**src/logic/catc_pkg.sv**
```systemverilog
// Purpose: shared constants for the cell trim correction block
// Assumes: 100 MHz core clock, 16-bit unsigned conversion codes
// Notes:   register offsets are word addresses on the plain register port
package catc_pkg;
  // register map
  localparam logic [3:0] ADDR_GAIN     = 4'h0;
  localparam logic [3:0] ADDR_OFFSET   = 4'h1;
  localparam logic [3:0] ADDR_CTRL     = 4'h2;
  localparam logic [3:0] ADDR_CHAN_EN  = 4'h3;
  localparam logic [3:0] ADDR_STATUS   = 4'h4;
  localparam logic [3:0] ADDR_RESULT   = 4'h5;
  // field positions and reset values
  localparam int         CTRL_HOLD_BIT   = 0;
  localparam logic [7:0] GAIN_RESET      = 8'h00;
  localparam logic [7:0] OFFSET_RESET    = 8'h00;
  localparam logic [15:0] CHAN_EN_RESET  = 16'hFFFF;
  localparam logic [15:0] CODE_MAX       = 16'hFFFF;
  // timing
  localparam int CLK_PERIOD_NS  = 10;
  localparam int HOLD_DELAY_US  = 100;
  localparam int HOLD_DELAY_CYC = (HOLD_DELAY_US * 1000) / CLK_PERIOD_NS;
  // sampler states, gray coded along idle -> wait -> convert
  typedef enum logic [1:0] {
    CATC_IDLE = 2'b00,
    CATC_WAIT = 2'b01,
    CATC_CONV = 2'b11
  } catc_state_type;
endpackage

```
**src/logic/catc_trim_if.sv**
```systemverilog
// Purpose: carries one raw code and its corrected result between modules
// Assumes: single clock domain
// Notes:   corrected value is combinational from the trims and the code
`timescale 1ns/100ps
interface catc_trim_if;
  logic        clk;
  logic [15:0] raw_code;
  logic        is_cell;
  logic [7:0]  gain_trim_value;
  logic [7:0]  offset_trim_value;
  logic [15:0] corrected;
  modport user (output clk, output raw_code, output is_cell, output gain_trim_value,
                output offset_trim_value, input corrected);
  modport calc (input clk, input raw_code, input is_cell, input gain_trim_value,
                input offset_trim_value, output corrected);
endinterface

```
**src/logic/catc_trim_calc.sv**
```systemverilog
// Purpose: applies the signed gain and offset trims to a cell code
// Assumes: raw code already carries the factory corrections
// Notes:   gain step is one code at full scale, scaled by code/2^16
`timescale 1ns/100ps
module catc_trim_calc (
  catc_trim_if.calc t
);
  logic signed [25:0] gain_prod;
  logic signed [18:0] gain_term;
  logic signed [18:0] sum;
  logic [15:0]        clamped;

  // gain term grows with the input level: full scale gives the whole step
  assign gain_prod = $signed(t.gain_trim_value) * $signed({1'b0, t.raw_code});
  assign gain_term = 19'(gain_prod >>> 16);
  // offset is added flat whatever the level
  assign sum = $signed({3'b000, t.raw_code}) + gain_term
               + 19'($signed(t.offset_trim_value));
  // clamp so that a trim never wraps the code
  assign clamped = sum[18] ? 16'h0000 :
                   (sum > $signed({3'b000, catc_pkg::CODE_MAX})) ? catc_pkg::CODE_MAX :
                   sum[15:0];
  // aux codes pass through untouched
  assign t.corrected = t.is_cell ? clamped : t.raw_code;
endmodule

```
**src/logic/catc_core.sv**
```systemverilog
// Purpose: conversion correction and channel parking for the cell sense adc
// Assumes: converter results arrive already factory corrected
// Notes:   registers on a plain port, read data one cycle after the strobe
`timescale 1ns/100ps
module catc_core #(
  parameter int HOLD_CYCLES = catc_pkg::HOLD_DELAY_CYC
) (
  input  wire logic        core_clk,
  input  wire logic        rst,
  input  wire logic [3:0]  reg_addr,
  input  wire logic [15:0] reg_wdata,
  input  wire logic        reg_wr,
  input  wire logic        reg_rd,
  output logic [15:0]      reg_rdata,
  input  wire logic        sample_req,
  output logic             adc_start,
  input  wire logic        adc_done,
  input  wire logic [15:0] adc_code,
  input  wire logic        adc_is_cell,
  output logic [15:0]      result_code,
  output logic             result_valid,
  output logic [3:0]       mux_sel,
  output logic             mux_park
);
  initial begin
    if (HOLD_CYCLES < 1 || HOLD_CYCLES > 1048575) $error("HOLD_CYCLES out of range");
  end

  catc_pkg::catc_state_type state_reg, state_next;
  logic [7:0]  gain_reg;
  logic [7:0]  offset_reg;
  logic [15:0] chan_en_reg;
  logic        hold_req_reg;
  logic        hold_act_reg;
  logic [19:0] wait_cnt_reg;
  logic [15:0] result_reg;
  logic        valid_reg;
  logic [15:0] rdata_reg;
  logic [15:0] rd_mux;
  logic [3:0]  park_chan;
  logic        wr_gain, wr_off, wr_ctrl, wr_chan;

  catc_trim_if trim ();
  catc_trim_calc u_calc (.t(trim));

  // converter code is already factory corrected; user trims go on top
  assign trim.clk               = core_clk;
  assign trim.raw_code          = adc_code;
  assign trim.is_cell           = adc_is_cell;
  assign trim.gain_trim_value   = gain_reg;
  assign trim.offset_trim_value = offset_reg;

  // highest enabled channel wins the park position
  function automatic logic [3:0] top_chan(input logic [15:0] en);
    top_chan = 4'hF;
    for (int i = 0; i < 16; i++) begin
      if (en[i]) top_chan = 4'(i);
    end
  endfunction

  assign park_chan = top_chan(chan_en_reg);
  assign mux_sel   = park_chan;
  assign mux_park  = (state_reg == catc_pkg::CATC_IDLE);

  // write decode
  assign wr_gain = reg_wr && reg_addr == catc_pkg::ADDR_GAIN;
  assign wr_off  = reg_wr && reg_addr == catc_pkg::ADDR_OFFSET;
  assign wr_ctrl = reg_wr && reg_addr == catc_pkg::ADDR_CTRL;
  assign wr_chan = reg_wr && reg_addr == catc_pkg::ADDR_CHAN_EN;

  // read decode; unmapped addresses read zero
  assign rd_mux =
    (reg_addr == catc_pkg::ADDR_GAIN)    ? {8'h00, gain_reg} :
    (reg_addr == catc_pkg::ADDR_OFFSET)  ? {8'h00, offset_reg} :
    (reg_addr == catc_pkg::ADDR_CTRL)    ? {15'h0000, hold_req_reg} :
    (reg_addr == catc_pkg::ADDR_CHAN_EN) ? chan_en_reg :
    (reg_addr == catc_pkg::ADDR_STATUS)  ? {10'h000, park_chan, hold_act_reg,
                                             state_reg != catc_pkg::CATC_IDLE} :
    (reg_addr == catc_pkg::ADDR_RESULT)  ? result_reg : 16'h0000;

  // register writes; trims are stored raw as signed bytes
  always_ff @(posedge core_clk) begin
    if (rst) begin
      gain_reg     <= catc_pkg::GAIN_RESET;
      offset_reg   <= catc_pkg::OFFSET_RESET;
      chan_en_reg  <= catc_pkg::CHAN_EN_RESET;
      hold_req_reg <= 1'b0;
    end else begin
      if (wr_gain) gain_reg <= reg_wdata[7:0];
      if (wr_off) offset_reg <= reg_wdata[7:0];
      if (wr_chan) chan_en_reg <= reg_wdata;
      if (wr_ctrl) hold_req_reg <= reg_wdata[catc_pkg::CTRL_HOLD_BIT];
    end
  end

  // read data one cycle after the strobe, zero otherwise
  always_ff @(posedge core_clk) begin
    if (rst) rdata_reg <= 16'h0000;
    else rdata_reg <= reg_rd ? rd_mux : 16'h0000;
  end
  assign reg_rdata = rdata_reg;

  // sampler state machine
  always_comb begin
    state_next = state_reg;
    case (state_reg)
      catc_pkg::CATC_IDLE: begin
        if (sample_req) state_next = hold_act_reg ? catc_pkg::CATC_WAIT
                                                  : catc_pkg::CATC_CONV;
      end
      catc_pkg::CATC_WAIT: begin
        if (wait_cnt_reg == 20'(HOLD_CYCLES - 1)) state_next = catc_pkg::CATC_CONV;
      end
      catc_pkg::CATC_CONV: begin
        if (adc_done) state_next = catc_pkg::CATC_IDLE;
      end
      default: state_next = catc_pkg::CATC_IDLE;
    endcase
  end

  // a start pulse on entry to convert
  assign adc_start = (state_reg != catc_pkg::CATC_CONV) &&
                     (state_next == catc_pkg::CATC_CONV);

  always_ff @(posedge core_clk) begin
    if (rst) state_reg <= catc_pkg::CATC_IDLE;
    else state_reg <= state_next;
  end

  // delay counter runs only while waiting
  always_ff @(posedge core_clk) begin
    if (rst || state_reg != catc_pkg::CATC_WAIT) wait_cnt_reg <= 20'h00000;
    else wait_cnt_reg <= wait_cnt_reg + 20'h00001;
  end

  // hold bit copied only when a sample completes, so chained parts stay aligned
  always_ff @(posedge core_clk) begin
    if (rst) hold_act_reg <= 1'b0;
    else if (state_reg == catc_pkg::CATC_CONV && adc_done) hold_act_reg <= hold_req_reg;
  end

  // corrected result captured on completion
  always_ff @(posedge core_clk) begin
    if (rst) begin
      result_reg <= 16'h0000;
      valid_reg  <= 1'b0;
    end else begin
      valid_reg <= state_reg == catc_pkg::CATC_CONV && adc_done;
      if (state_reg == catc_pkg::CATC_CONV && adc_done) result_reg <= trim.corrected;
    end
  end
  assign result_code  = result_reg;
  assign result_valid = valid_reg;
endmodule

```
**config.mk**
```make
export PLATFORM = sky130hd
export DESIGN_NAME = catc_core
export DESIGN_NICKNAME = d
export VERILOG_FILES = /design/src/logic/catc_pkg.sv /design/src/logic/catc_trim_if.sv /design/src/logic/catc_trim_calc.sv /design/src/logic/catc_core.sv
export SDC_FILE = /design/constraint.sdc
export NUM_CORES = 1
export LEC_CHECK = 0
export ABC_CLOCK_PERIOD_IN_PS = 18500
export BUFFER_PORTS_ARGS = -buffer_cell sky130_fd_sc_hd__buf_4
export CORE_ASPECT_RATIO = 1.5
export CORE_UTILIZATION = 29
export DETAILED_ROUTE_END_ITERATION = 6
export GPL_TIMING_DRIVEN = 0
export PLACE_DENSITY = 0.53
export RECOVER_POWER = 100
export SYNTH_ARGS = -nofsm -noshare
export SYNTH_HDL_FRONTEND = slang
export SYNTH_SLANG_ARGS = --single-unit
```
**constraint.sdc**
```tcl
create_clock -name core_clk -period 18.5 [get_ports core_clk]
set_clock_uncertainty 0.2 [all_clocks]
set_input_delay 1.85 -clock core_clk [delete_from_list [all_inputs] [get_ports core_clk]]
set_output_delay 1.85 -clock core_clk [all_outputs]
set_load 0.05 [all_outputs]
```
# Word level (Yosys, flattened, before mapping)
# Cells that the tools add are included.
[word_totals]
regBits = 89
romBits = 0
n_memories = 0
input_bits = 43
ramBits = 0
latch_bits = 0
[op_classes]
mul = 1
magnitude_cmp = 1
add_sub_neg = 3
div_mod_pow = 0
n_mux = 30
n_eq_ne = 11
n_reduce_logical = 12
n_bitwise = 1
shift = 0
[ops]
columns = ["cell", "count"]
rows = [
  ["$mux W16", 6],
  ["$mux W4", 16],
  ["$mul A8 B17 Y25", 1],
  ["$mux W8", 3],
  ["$add A20 B1 Y20 const B", 1],
  ["$eq A20 B14 Y1 const B", 1],
  ["$add A18 B8 Y19", 1],
  ["$gt A19 B17 Y1 const B", 1],
  ["$add A17 B9 Y18", 1],
  ["$eq A4 B2 Y1 const B", 2],
  ["$eq A4 B3 Y1 const B", 2],
  ["$mux W2", 4],
  ["$logic_and A1 B1 Y1", 6],
  ["$pmux W2 S3", 1],
  ["$reduce_or A5 Y1", 1],
  ["$eq A2 B2 Y1 const B", 2],
  ["$eq A4 B1 Y1 const B", 1],
  ["$logic_not A4 Y1", 1],
  ["$eq A2 B1 Y1 const B", 1],
  ["$logic_not A2 Y1", 1],
  ["$ne A2 B1 Y1 const B", 1],
  ["$ne A2 B2 Y1 const B", 1],
  ["$reduce_bool A2 Y1", 1],
  ["$reduce_or A2 Y1", 1],
  ["2 further kinds", 2],
]

# Longest topological paths before layout
# Gate-level depths: netlist of run 1.
[logic_depth]
word_depth = 21
mapped_depth = 32
ltp_nobuf = 30

# Cells and area by module
# From an unflattened synthesis of run 1, not the netlist that was laid out.
[hier_totals]
hier_cells = 1087
hier_area_um2 = 9212.6
[by_module_without_submodules]
columns = ["module", "n_inst", "area_per_inst_um2", "cells_each"]
rows = [
  ["catc_trim_calc", 1, 5332.6, 620],
  ["catc_core", 1, 3880.0, 467],
]

# Least setup slack after synthesis of run 1
# OpenSTA, ideal clock, no wires.
[synth_path]
path_type = "input-to-reg"
from = "input port adc_code[2]"
to = "register result_reg[10] (netlist: result_code[10])"
t_required_ns = 18.205
n_path_buf = 2
setup_time_ns = 0.095
arrival_time_ns = 8.836
slack_ns = 9.369
path_stages = 29
path_cell_list = "clkbuf_1 > nand2_1 > fa_1 > fa_1 > inv_1 > fa_1 > inv_1 > fa_1 > inv_1 > ha_1 > and4_1 > a221oi_1 > o221ai_1 > a31oi_1 > o21ai_1 > o21a_1 > nor2_2 > xor2_1 > fa_1 > ha_1 > buf_4 > nand4_1 > inv_1 > nand2_1 > o31a_1 > o21a_2 > o211ai_4 > nand2_2 > a221oi_1"
[synth_via]
elab_chain_len = 7
[synth_rtl]
columns = ["item", "line", "text"]
rows = [
  ["from (decl)", "catc_core.sv:18", "input wire logic [15:0] adc_code,"],
  ["$mul A8 B17 Y25", "catc_trim_calc.sv:14", "assign gain_prod = $signed(t.gain_trim_value) * $signed({1'b0, t.raw_code});"],
  ["$add A17 B9 Y18 *", "catc_trim_calc.sv:17", "assign sum = $signed({3'b000, t.raw_code}) + gain_term"],
  ["$add A18 B8 Y19 *", "catc_trim_calc.sv:18", "+ 19'($signed(t.offset_trim_value));"],
  ["$gt A19 B17 Y1", "catc_trim_calc.sv:21", "(sum > $signed({3'b000, catc_pkg::CODE_MAX})) ? catc_pkg::CODE_MAX :"],
  ["$mux W16", "catc_trim_calc.sv:21", ""],
  ["$mux W16 *", "catc_trim_calc.sv:20", "assign clamped = sum[18] ? 16'h0000 :"],
  ["$mux W16 *", "catc_trim_calc.sv:24", "assign t.corrected = t.is_cell ? clamped : t.raw_code;"],
  ["to (signal assigned)", "catc_core.sv:149", "if (state_reg == catc_pkg::CATC_CONV && adc_done) result_reg <= trim.corrected;"],
  ["to (decl)", "catc_core.sv:36", "logic [15:0] result_reg;"],
]
# Every way passes the cells marked *; elsewhere a longest branch is shown, timed or not.
# A chain may end at the register's enable or synchronous reset.

# Worst setup path in the final report of run 1
[layout_path]
from = "input port adc_code[2]"
to = "register result_reg[3] (netlist: result_code[3])"
# The elaborated chain is that of the path after synthesis.

==> results by stage, run 1 <==
Status:
- The flow ran to the end, and the final reports show no timing, DRC or antenna violations.

Detailed routing:
- The via count is 7483.
- In the routed design, unresolved DRC markers number 0.
- For this run, the detailed router's first-pass iteration total came to 4.
- The average vias per placed instance is 4.78.
- The iteration-0 DRC count of the detailed router is 210.
- After detailed routing, the average wire length per cell comes to 16.5 µm.
- The total wirelength of the detailed-routed design is 25.8 mm.
- In this run the remaining antenna-violating nets after routing total 0.

Worst setup path:
- The cell occurring most often along the worst timing path is fa_1.
- STA classifies the critical path endpoint as a register.
- The number of cells on the worst reg-to-reg path is 28.
- The largest individual stage delay along the critical path comes from the cell xor2_1.
- The largest stage delay on the critical path is 0.75 ns.
- The category of the most critical setup path is in -> reg.
- The worst register-to-register path ends at result_code[3]$_SDFFE_PP0P_.
- For the worst setup path, the data required time is 18.56 ns.
- The critical path buffer and inverter count is 5.
- The type of origin of the critical path is an input port.
- Grouping stages by cell kind, the critical path spends the most delay in adder cells.
- The worst register-to-register path begins at gain_reg[7]$_SDFFE_PP0P_.
- The largest fanout of any net on the critical path is 10.
- The endpoint arrival time on the critical path is 10.73 ns.
- Setup slack on the worst reg-to-reg path comes out at 8.51 ns.

Timing:
- Setup repair after global routing left no endpoint under its margin.
- The final count of pins violating max slew came to 0.
- The maximum achievable frequency is 0.0937 GHz.
- Headroom to the max-slew limit came out at 14.1%.
- For the finished layout, the period the worst path requires is 10.67 ns.
- The sum of negative setup slack is 0 ns.
- For the pin with the worst max-slew slack, the measured transition is 1.28 ns.
- The portion of the clock cycle consumed by the worst path in the final layout is 57.7%.
- Setup violations remaining at the end of the flow were counted as 0.
- The hold violation total from the final report is 0.

GRT:
- The number of antenna violations at the first check in global routing was 0.
- Entering global routing, the biggest net connects 16 pins.
- The global-route wire length before repair is 41.7 mm.
- The via count of the first global-routing pass came to 7903.
- The residual overflow from global routing is 0.
- In the global route stage, overall resource usage came out at 16.8%.

Clock network:
- In this run, CTS created clock tree buffers numbering 9.
- The H-tree depth is 3.
- CTS placed an instance of clkbuf_16 at the clock tree root.
- The buffers inserted during post-CTS setup optimization is 0.
- At the later pin of the worst-skew pair, clock insertion delay measures 0.35 ns.
- The longest clock path from root to sink contains 2 buffers.
- The clock transition at the registers of the reported paths is 0.07 ns.
- TritonCTS built the clock tree.
- The number of hold buffers added after CTS was 0.
- The count of clock tree sinks is 89.
- The number of gates resized after CTS was 0.

Synthesis:
- The synthesized netlist occupies a cell area of 9040 µm².
- The top cell type by area accounts for 22.4% of the synthesized area.
- The share of flip-flops with an asynchronous set or reset is 0%.
- Yosys printed 0 warnings.
- In the synthesized netlist, the number of instances is 1071.
- The number of flip-flops and latches in the synthesized netlist is 89.
- The dominant cell by count in the synthesized netlist is inv_1.
- Sorting the synthesized cells by how often they occur yields inv_1 (138), nand2_1 (103), fa_1 (101), nor2_1 (95), and2_1 (92).
- Sorting the synthesized cells by area gives the leading types as fa_1 (22%), dfxtp_1 (20%), ha_1 (11%).
- For this run, the leading register cell type out of synthesis is dfxtp_1.
- Averaged over all synthesized cells, the footprint is 8.45 µm².
- The total nets after synthesis is 1291.
- The cell taking the most area after synthesis is fa_1.
- The number of enable flip-flop cells after synthesis is 0.
- For this run, the register share of the synthesized area comes to 19.7%.
- The number of library cell types mapped by synthesis is 62.

Power:
- The areal power density over the cells is 46.8 nW/µm².
- VDD sags by at most 0.0358 mV.
- Summed over all cells, the static leakage comes to 4.79 nW.
- The total design power is 481 µW.

Floorplan:
- The die area is 31900 µm².
- Row generation in the floorplan step produced 78 rows.
- In this run the vertical extent of the chip is 218 µm.
- Pin placement for this block handled 82 I/O pins.
- The horizontal die dimension is 146 µm.
- The area of the core is 30400 µm².
- The initial cell density of the core is 29.7%.

Run:
- The number of max-cap violations is 0.

Hold path:
- Along the worst hold path, the cell count comes to 1.
- The path class of the tightest hold or removal check is reg -> reg.
- The endpoint of the worst hold-timing path is wait_cnt_reg[0]$_SDFF_PP0_.
- The launch instance of the worst min-delay path is wait_cnt_reg[0]$_SDFF_PP0_.

Final layout:
- The area growth from synthesis to layout is 13.6%.
- The count of inserted antenna diode cells is 0.
- The final layout net count is 1380.
- The flip-flop count of the largest register, all copies and words added is 20.
- The ratio of cells with drive above 1 in the final layout is 5.84%.

Placed design:
- The count of input and output buffers is 78.
- At the end of routability-driven placement, the weighted congestion stood at 0.862.
- The HPWL after detailed placement is 21.4 mm.
## cell families after synthesis
group           synth area share (%)
compound gates                  13.9
xor+xnor                        3.68
buf+inv                         7.51
flops                           19.7
simple gates                    21.2
fa+ha+maj                       32.9
mux                             1.11
## per-layer routing
layer / wire length [µm] / global-route usage (%) / share of wire, % / vias to the layer above
met5: 0 / 0 / 0 / -
met2: 14300 / 33.3 / 55 / 94
met3: 558 / 1.50 / 2.2 / 28
met4: 605 / 6.18 / 2.3 / 0
li1: - / - / - / 3690
met1: 10300 / 18.3 / 40 / 3671
## metrics by stage
step | hold WS [ns] | area, µm² | setup slack, ns | std cells | utilization, %
after floorplan | 0.218 | 9040 | 9.37 | 1071 | -
after global placement | 0.230 | 10100 | 7.80 | 1549 | 33.3
after detailed placement | 0.240 | 10100 | 7.81 | 1549 | 33.3
after CTS | 0.256 | 10500 | 8.18 | 1565 | 34.3
after global routing | 0.265 | 10300 | 7.20 | 1565 | 33.7
final | 0.248 | 10300 | 7.83 | 1565 | 33.7
## worst register-to-register path: cells and delay by family (launching register included)
kind	cells	cell delay, ns
adder cells (fa/ha/maj)	7	3.44
AO/OA/AOI/OAI	10	3.35
buffers and inverters	5	0.95
AND/OR/NAND/NOR	5	0.75
XOR/XNOR	1	0.75
flip-flops	1	0.47
## layout make-up
type	instances	area [µm²]
Sequential cell	89	1780
Clock buffer	10	239
Buffer	39	161
Clock inverter	6	88.8
Tap cell	400	500
Fill cell	3305	20200
Multi-Input combinational cell	805	6550
Inverter	138	518
Timing Repair Buffer	78	432
## worst max path at each step
| stage | slack, ns | cells past startpoint | to | from |
|---|---|---|---|---|
| 6_report | 7.83 | 28 | result_code[3]$_SDFFE_PP0P_ | adc_code[2] |
| 5_1_grt | 7.20 | 28 | result_code[9]$_SDFFE_PP0P_ | adc_code[2] |
| 4_1_cts | 8.18 | 28 | result_code[3]$_SDFFE_PP0P_ | adc_code[2] |
| 3_5_place_dp | 7.81 | 28 | result_code[3]$_SDFFE_PP0P_ | adc_code[2] |
| 3_3_place_gp | 7.80 | 28 | result_code[8]$_SDFFE_PP0P_ | adc_code[2] |
| 2_1_floorplan | 9.37 | 29 | result_code[10]$_SDFFE_PP0P_ | adc_code[2] |
## power by group
part	total (mW)	internal, mW	switching (mW)
clock network	0.203	0.122	0.0804
registers	0.199	0.195	0.00402
logic	0.0791	0.0273	0.0519
## cell usage in the layout, fill, tap and decap left out, types with 14 or more instances in the layout
master,synthesis,final
xor2_1,20,20
clkbuf_1,32,75
ha_1,76,76
dfxtp_1,89,89
fa_1,101,101
nor2_1,95,96
nand3_1,26,26
o21ai_0,32,40
and2_1,92,92
nand2_1,103,103
and3_1,14,14
a21oi_1,60,62
xnor2_1,18,18
inv_1,138,138
buf_4,2,39
No activity file was read; power rests on OpenSTA's default activity.
==> run 2, diff against run 1 <==
--- a/config.mk
+++ b/config.mk
@@ -5,7 +5,7 @@
 export SDC_FILE = /design/constraint.sdc
 export NUM_CORES = 1
 export LEC_CHECK = 0
-export ABC_CLOCK_PERIOD_IN_PS = 18500
+export ABC_CLOCK_PERIOD_IN_PS = 10200
 export BUFFER_PORTS_ARGS = -buffer_cell sky130_fd_sc_hd__buf_4
 export CORE_ASPECT_RATIO = 1.5
 export CORE_UTILIZATION = 29
==> constraint.sdc (replaced) <==
create_clock -name core_clk -period 10.2 [get_ports core_clk]
set_clock_uncertainty 0.2 [all_clocks]
set_input_delay 1.02 -clock core_clk [delete_from_list [all_inputs] [get_ports core_clk]]
set_output_delay 1.02 -clock core_clk [all_outputs]
set_load 0.05 [all_outputs]
==> run 2 against run 1 <==
Combinational power rose by 82%. First-iteration DRC count up 5.2%. Hold slack about the same. Flip-flop and latch count stayed put. Worst setup slack got worse by 7.2 ns. Critical endpoint unchanged. Die area did not move. Total power grew 82%. Via count rose by 0.27%. Largest power group unchanged. Sequential power is 81% higher. Clock-buffer cell count stayed put. Highest routed layer unchanged. Final area up 0.18%.
==> results by stage, run 2 (synthesized netlist as in run 1, its figures left out) <==
Detailed routing:
- The residual antenna-violating net count after detailed routing was 0 (unchanged).
- The iteration-0 DRC count of the detailed router came to 221 (+5.2%).
- The detailed-route DRC error count is 0 (unchanged).
- The total iterations of the first detailed-routing run is 4 (unchanged).
- The average detailed-routed wire length per instance came to 16.5 µm (about the same).
- The total wirelength of the detailed-routed design is 25.8 mm (about the same).
- The via count is 7503 (+0.27%).
- The average vias per placed instance is 4.79 (+0.27%).

GRT:
- The maximum number of pins on one net before global-route repair is 16 (unchanged).
- The via count of the first global-routing pass was 7903 (unchanged).
- The overall fraction of global-route tracks in use came to 16.8% (unchanged).
- The residual overflow from global routing is 0 (unchanged).
- The global-route wire length before repair is 41.7 mm (unchanged).
- The number of antenna violations at the first check in global routing is 0 (unchanged).

Clock network:
- The master cell of the clock root buffer is clkbuf_16.
- TritonCTS built the clock tree.
- The number of CTS-inserted buffers came to 9 (unchanged).
- The clock transition at the registers of the reported paths was 0.07 ns (about the same).
- The latest clock arrival within the worst-skew pair is 0.35 ns (about the same).
- The total of cells resized after clock tree synthesis came to 0 (unchanged).
- The total of hold buffers inserted after clock tree synthesis is 0 (unchanged).
- The buffers inserted during post-CTS setup optimization is 0 (unchanged).
- The maximum clock insertion buffer count came to 2 (unchanged).
- The count of clock tree sinks is 89 (unchanged).
- The H-tree depth was 3 (unchanged).

Timing:
- The hold violation total from the final report is 0 (unchanged).
- The normalized max-slew margin is 13.7% (-0.45 points).
- Static timing analysis puts the maximum clock frequency at 0.105 GHz.
- The setup-violating endpoint count in the final report is 0 (unchanged).
- The actual transition at the worst max-transition pin is 1.28 ns (+0.00665 ns).
- The final count of pins violating max slew is 0 (unchanged).
- The sum of negative setup slack was 0 ns (unchanged).
- The clock period could shrink to 9.53 ns.
- Setup repair after global routing left no endpoint under its margin.
- Dividing the final minimum period by the clock period gives 93.4%.

Final layout:
- The layout overhead on the synthesized area is 13.8%.
- The most common library cell in the layout ignoring fill and taps is inv_1.
- The count of inserted antenna diode cells is 0 (unchanged).
- The ratio of cells with drive above 1 in the final layout is 6.09% (+0.26 points).
- The filler cell count in the final layout was 3307 (+0.061%).
- The final layout net count is 1380 (unchanged).
- The flip-flop count of the largest register, all copies and words added is 20 (unchanged).
- In the layout the commonest cells are inv_1 (138), nand2_1 (103), fa_1 (101).

Placed design:
- The count of input and output buffers is 78 (unchanged).
- The routability congestion estimate from global placement was 0.862 (unchanged).
- The HPWL after detailed placement is 21.4 mm (unchanged).

Worst setup path:
- The type of origin of the critical path is a register.
- The cell occurring most often along the worst timing path is fa_1.
- The worst register-to-register path begins at gain_reg[7]$_SDFFE_PP0P_.
- The source of the critical timing path is gain_reg[7]$_SDFFE_PP0P_.
- The worst setup slack for register-to-register paths is 0.67 ns (-7.84 ns).
- The cell type of the slowest stage on the worst timing path is xor2_1.
- The required time reported for the critical path endpoint came to 10.26 ns (-8.30 ns).
- The largest stage delay on the critical path came to 0.74 ns (about the same).
- The category of the worst setup path capture point is a register.
- The largest fanout of any net on the critical path came to 10 (unchanged).
- The worst setup path is of the reg -> reg kind.
- The endpoint arrival time on the critical path is 9.59 ns (-1.14 ns).

Floorplan:
- The number of ports placed on the die boundary is 82 (unchanged).
- The horizontal die dimension was 146 µm (unchanged).
- The height of the die is 218 µm (unchanged).
- The site row count came to 78 (unchanged).
- The die area came to 31900 µm² (unchanged).
- The initial cell density of the core is 29.7% (unchanged).
- The area of the core is 30400 µm² (unchanged).

Status:
- The run finished with clean final reports.

Power:
- The static power due to leakage came to 4.79 nW (about the same).
- The total design power is 873 µW (+82%).
- The areal power density over the cells is 84.8 nW/µm² (+81%).
- The maximum ir drop on the vdd rail is 0.0650 mV (+82%).

Hold path:
- The worst hold path begins at wait_cnt_reg[0]$_SDFF_PP0_.
- The min-delay analysis places its worst path in the category reg -> reg.

Run:
- The number of max-cap violations is 0 (unchanged).
==> run 2: worst paths after layout <==
check                                     end  cells past startpoint
hold reg to reg    wait_cnt_reg[0]$_SDFF_PP0_                      1
hold / removal     wait_cnt_reg[0]$_SDFF_PP0_                      1
setup reg to reg  result_code[3]$_SDFFE_PP0P_                     29
setup / recovery  result_code[3]$_SDFFE_PP0P_                     29
==> run 2: per-stage QoR <==
stage          setup slack [ns]  hold slack (ns)  cell area, µm²  utilization, %  std cells
6_report                  0.668            0.248           10300            33.8       1565
5_1_grt                  0.0705            0.265           10300            33.8       1565
4_1_cts                   0.518            0.256           10500            34.3       1565
3_5_place_dp              0.344            0.240           10100            33.3       1549
3_3_place_gp              0.331            0.230           10100            33.3       1549
2_1_floorplan              1.90            0.218            9040               -       1071
==> run 2: layout make-up <==
cell class | instances | area [µm²] | share of cell area [%]
buffer | 39 | 161 | 1.57
timing repair buffer | 78 | 432 | 4.19
clock inverter | 6 | 88.8 | 0.863
clock buffer | 10 | 239 | 2.32
inverter | 138 | 518 | 5.03
multi-input combinational | 805 | 6570 | 63.8
sequential | 89 | 1780 | 17.3
tap | 400 | 500 | 4.86
==> run 2: power by group <==
group          switching, mW  internal, mW
sequential           0.00730         0.353
combinational         0.0942        0.0498
clock                  0.146         0.222
==> run 2: metal layers <==
metal / GRT usage [%] / wire length, µm / up-vias
met4: 6.18 / 668 / 0
met5: 0 / 0 / -
li1: - / - / 3690
met1: 18.3 / 10200 / 3666
met3: 1.50 / 642 / 30
met2: 33.3 / 14300 / 117
==> run 2: critical path: cells and delay by family, from the launching register on <==
kind,cells,cell delay (ns)
xor+xnor,1,0.74
buf+inv,5,1.06
compound gates,9,2.41
fa+ha+maj,7,3.44
flops,1,0.47
simple gates,7,1.13
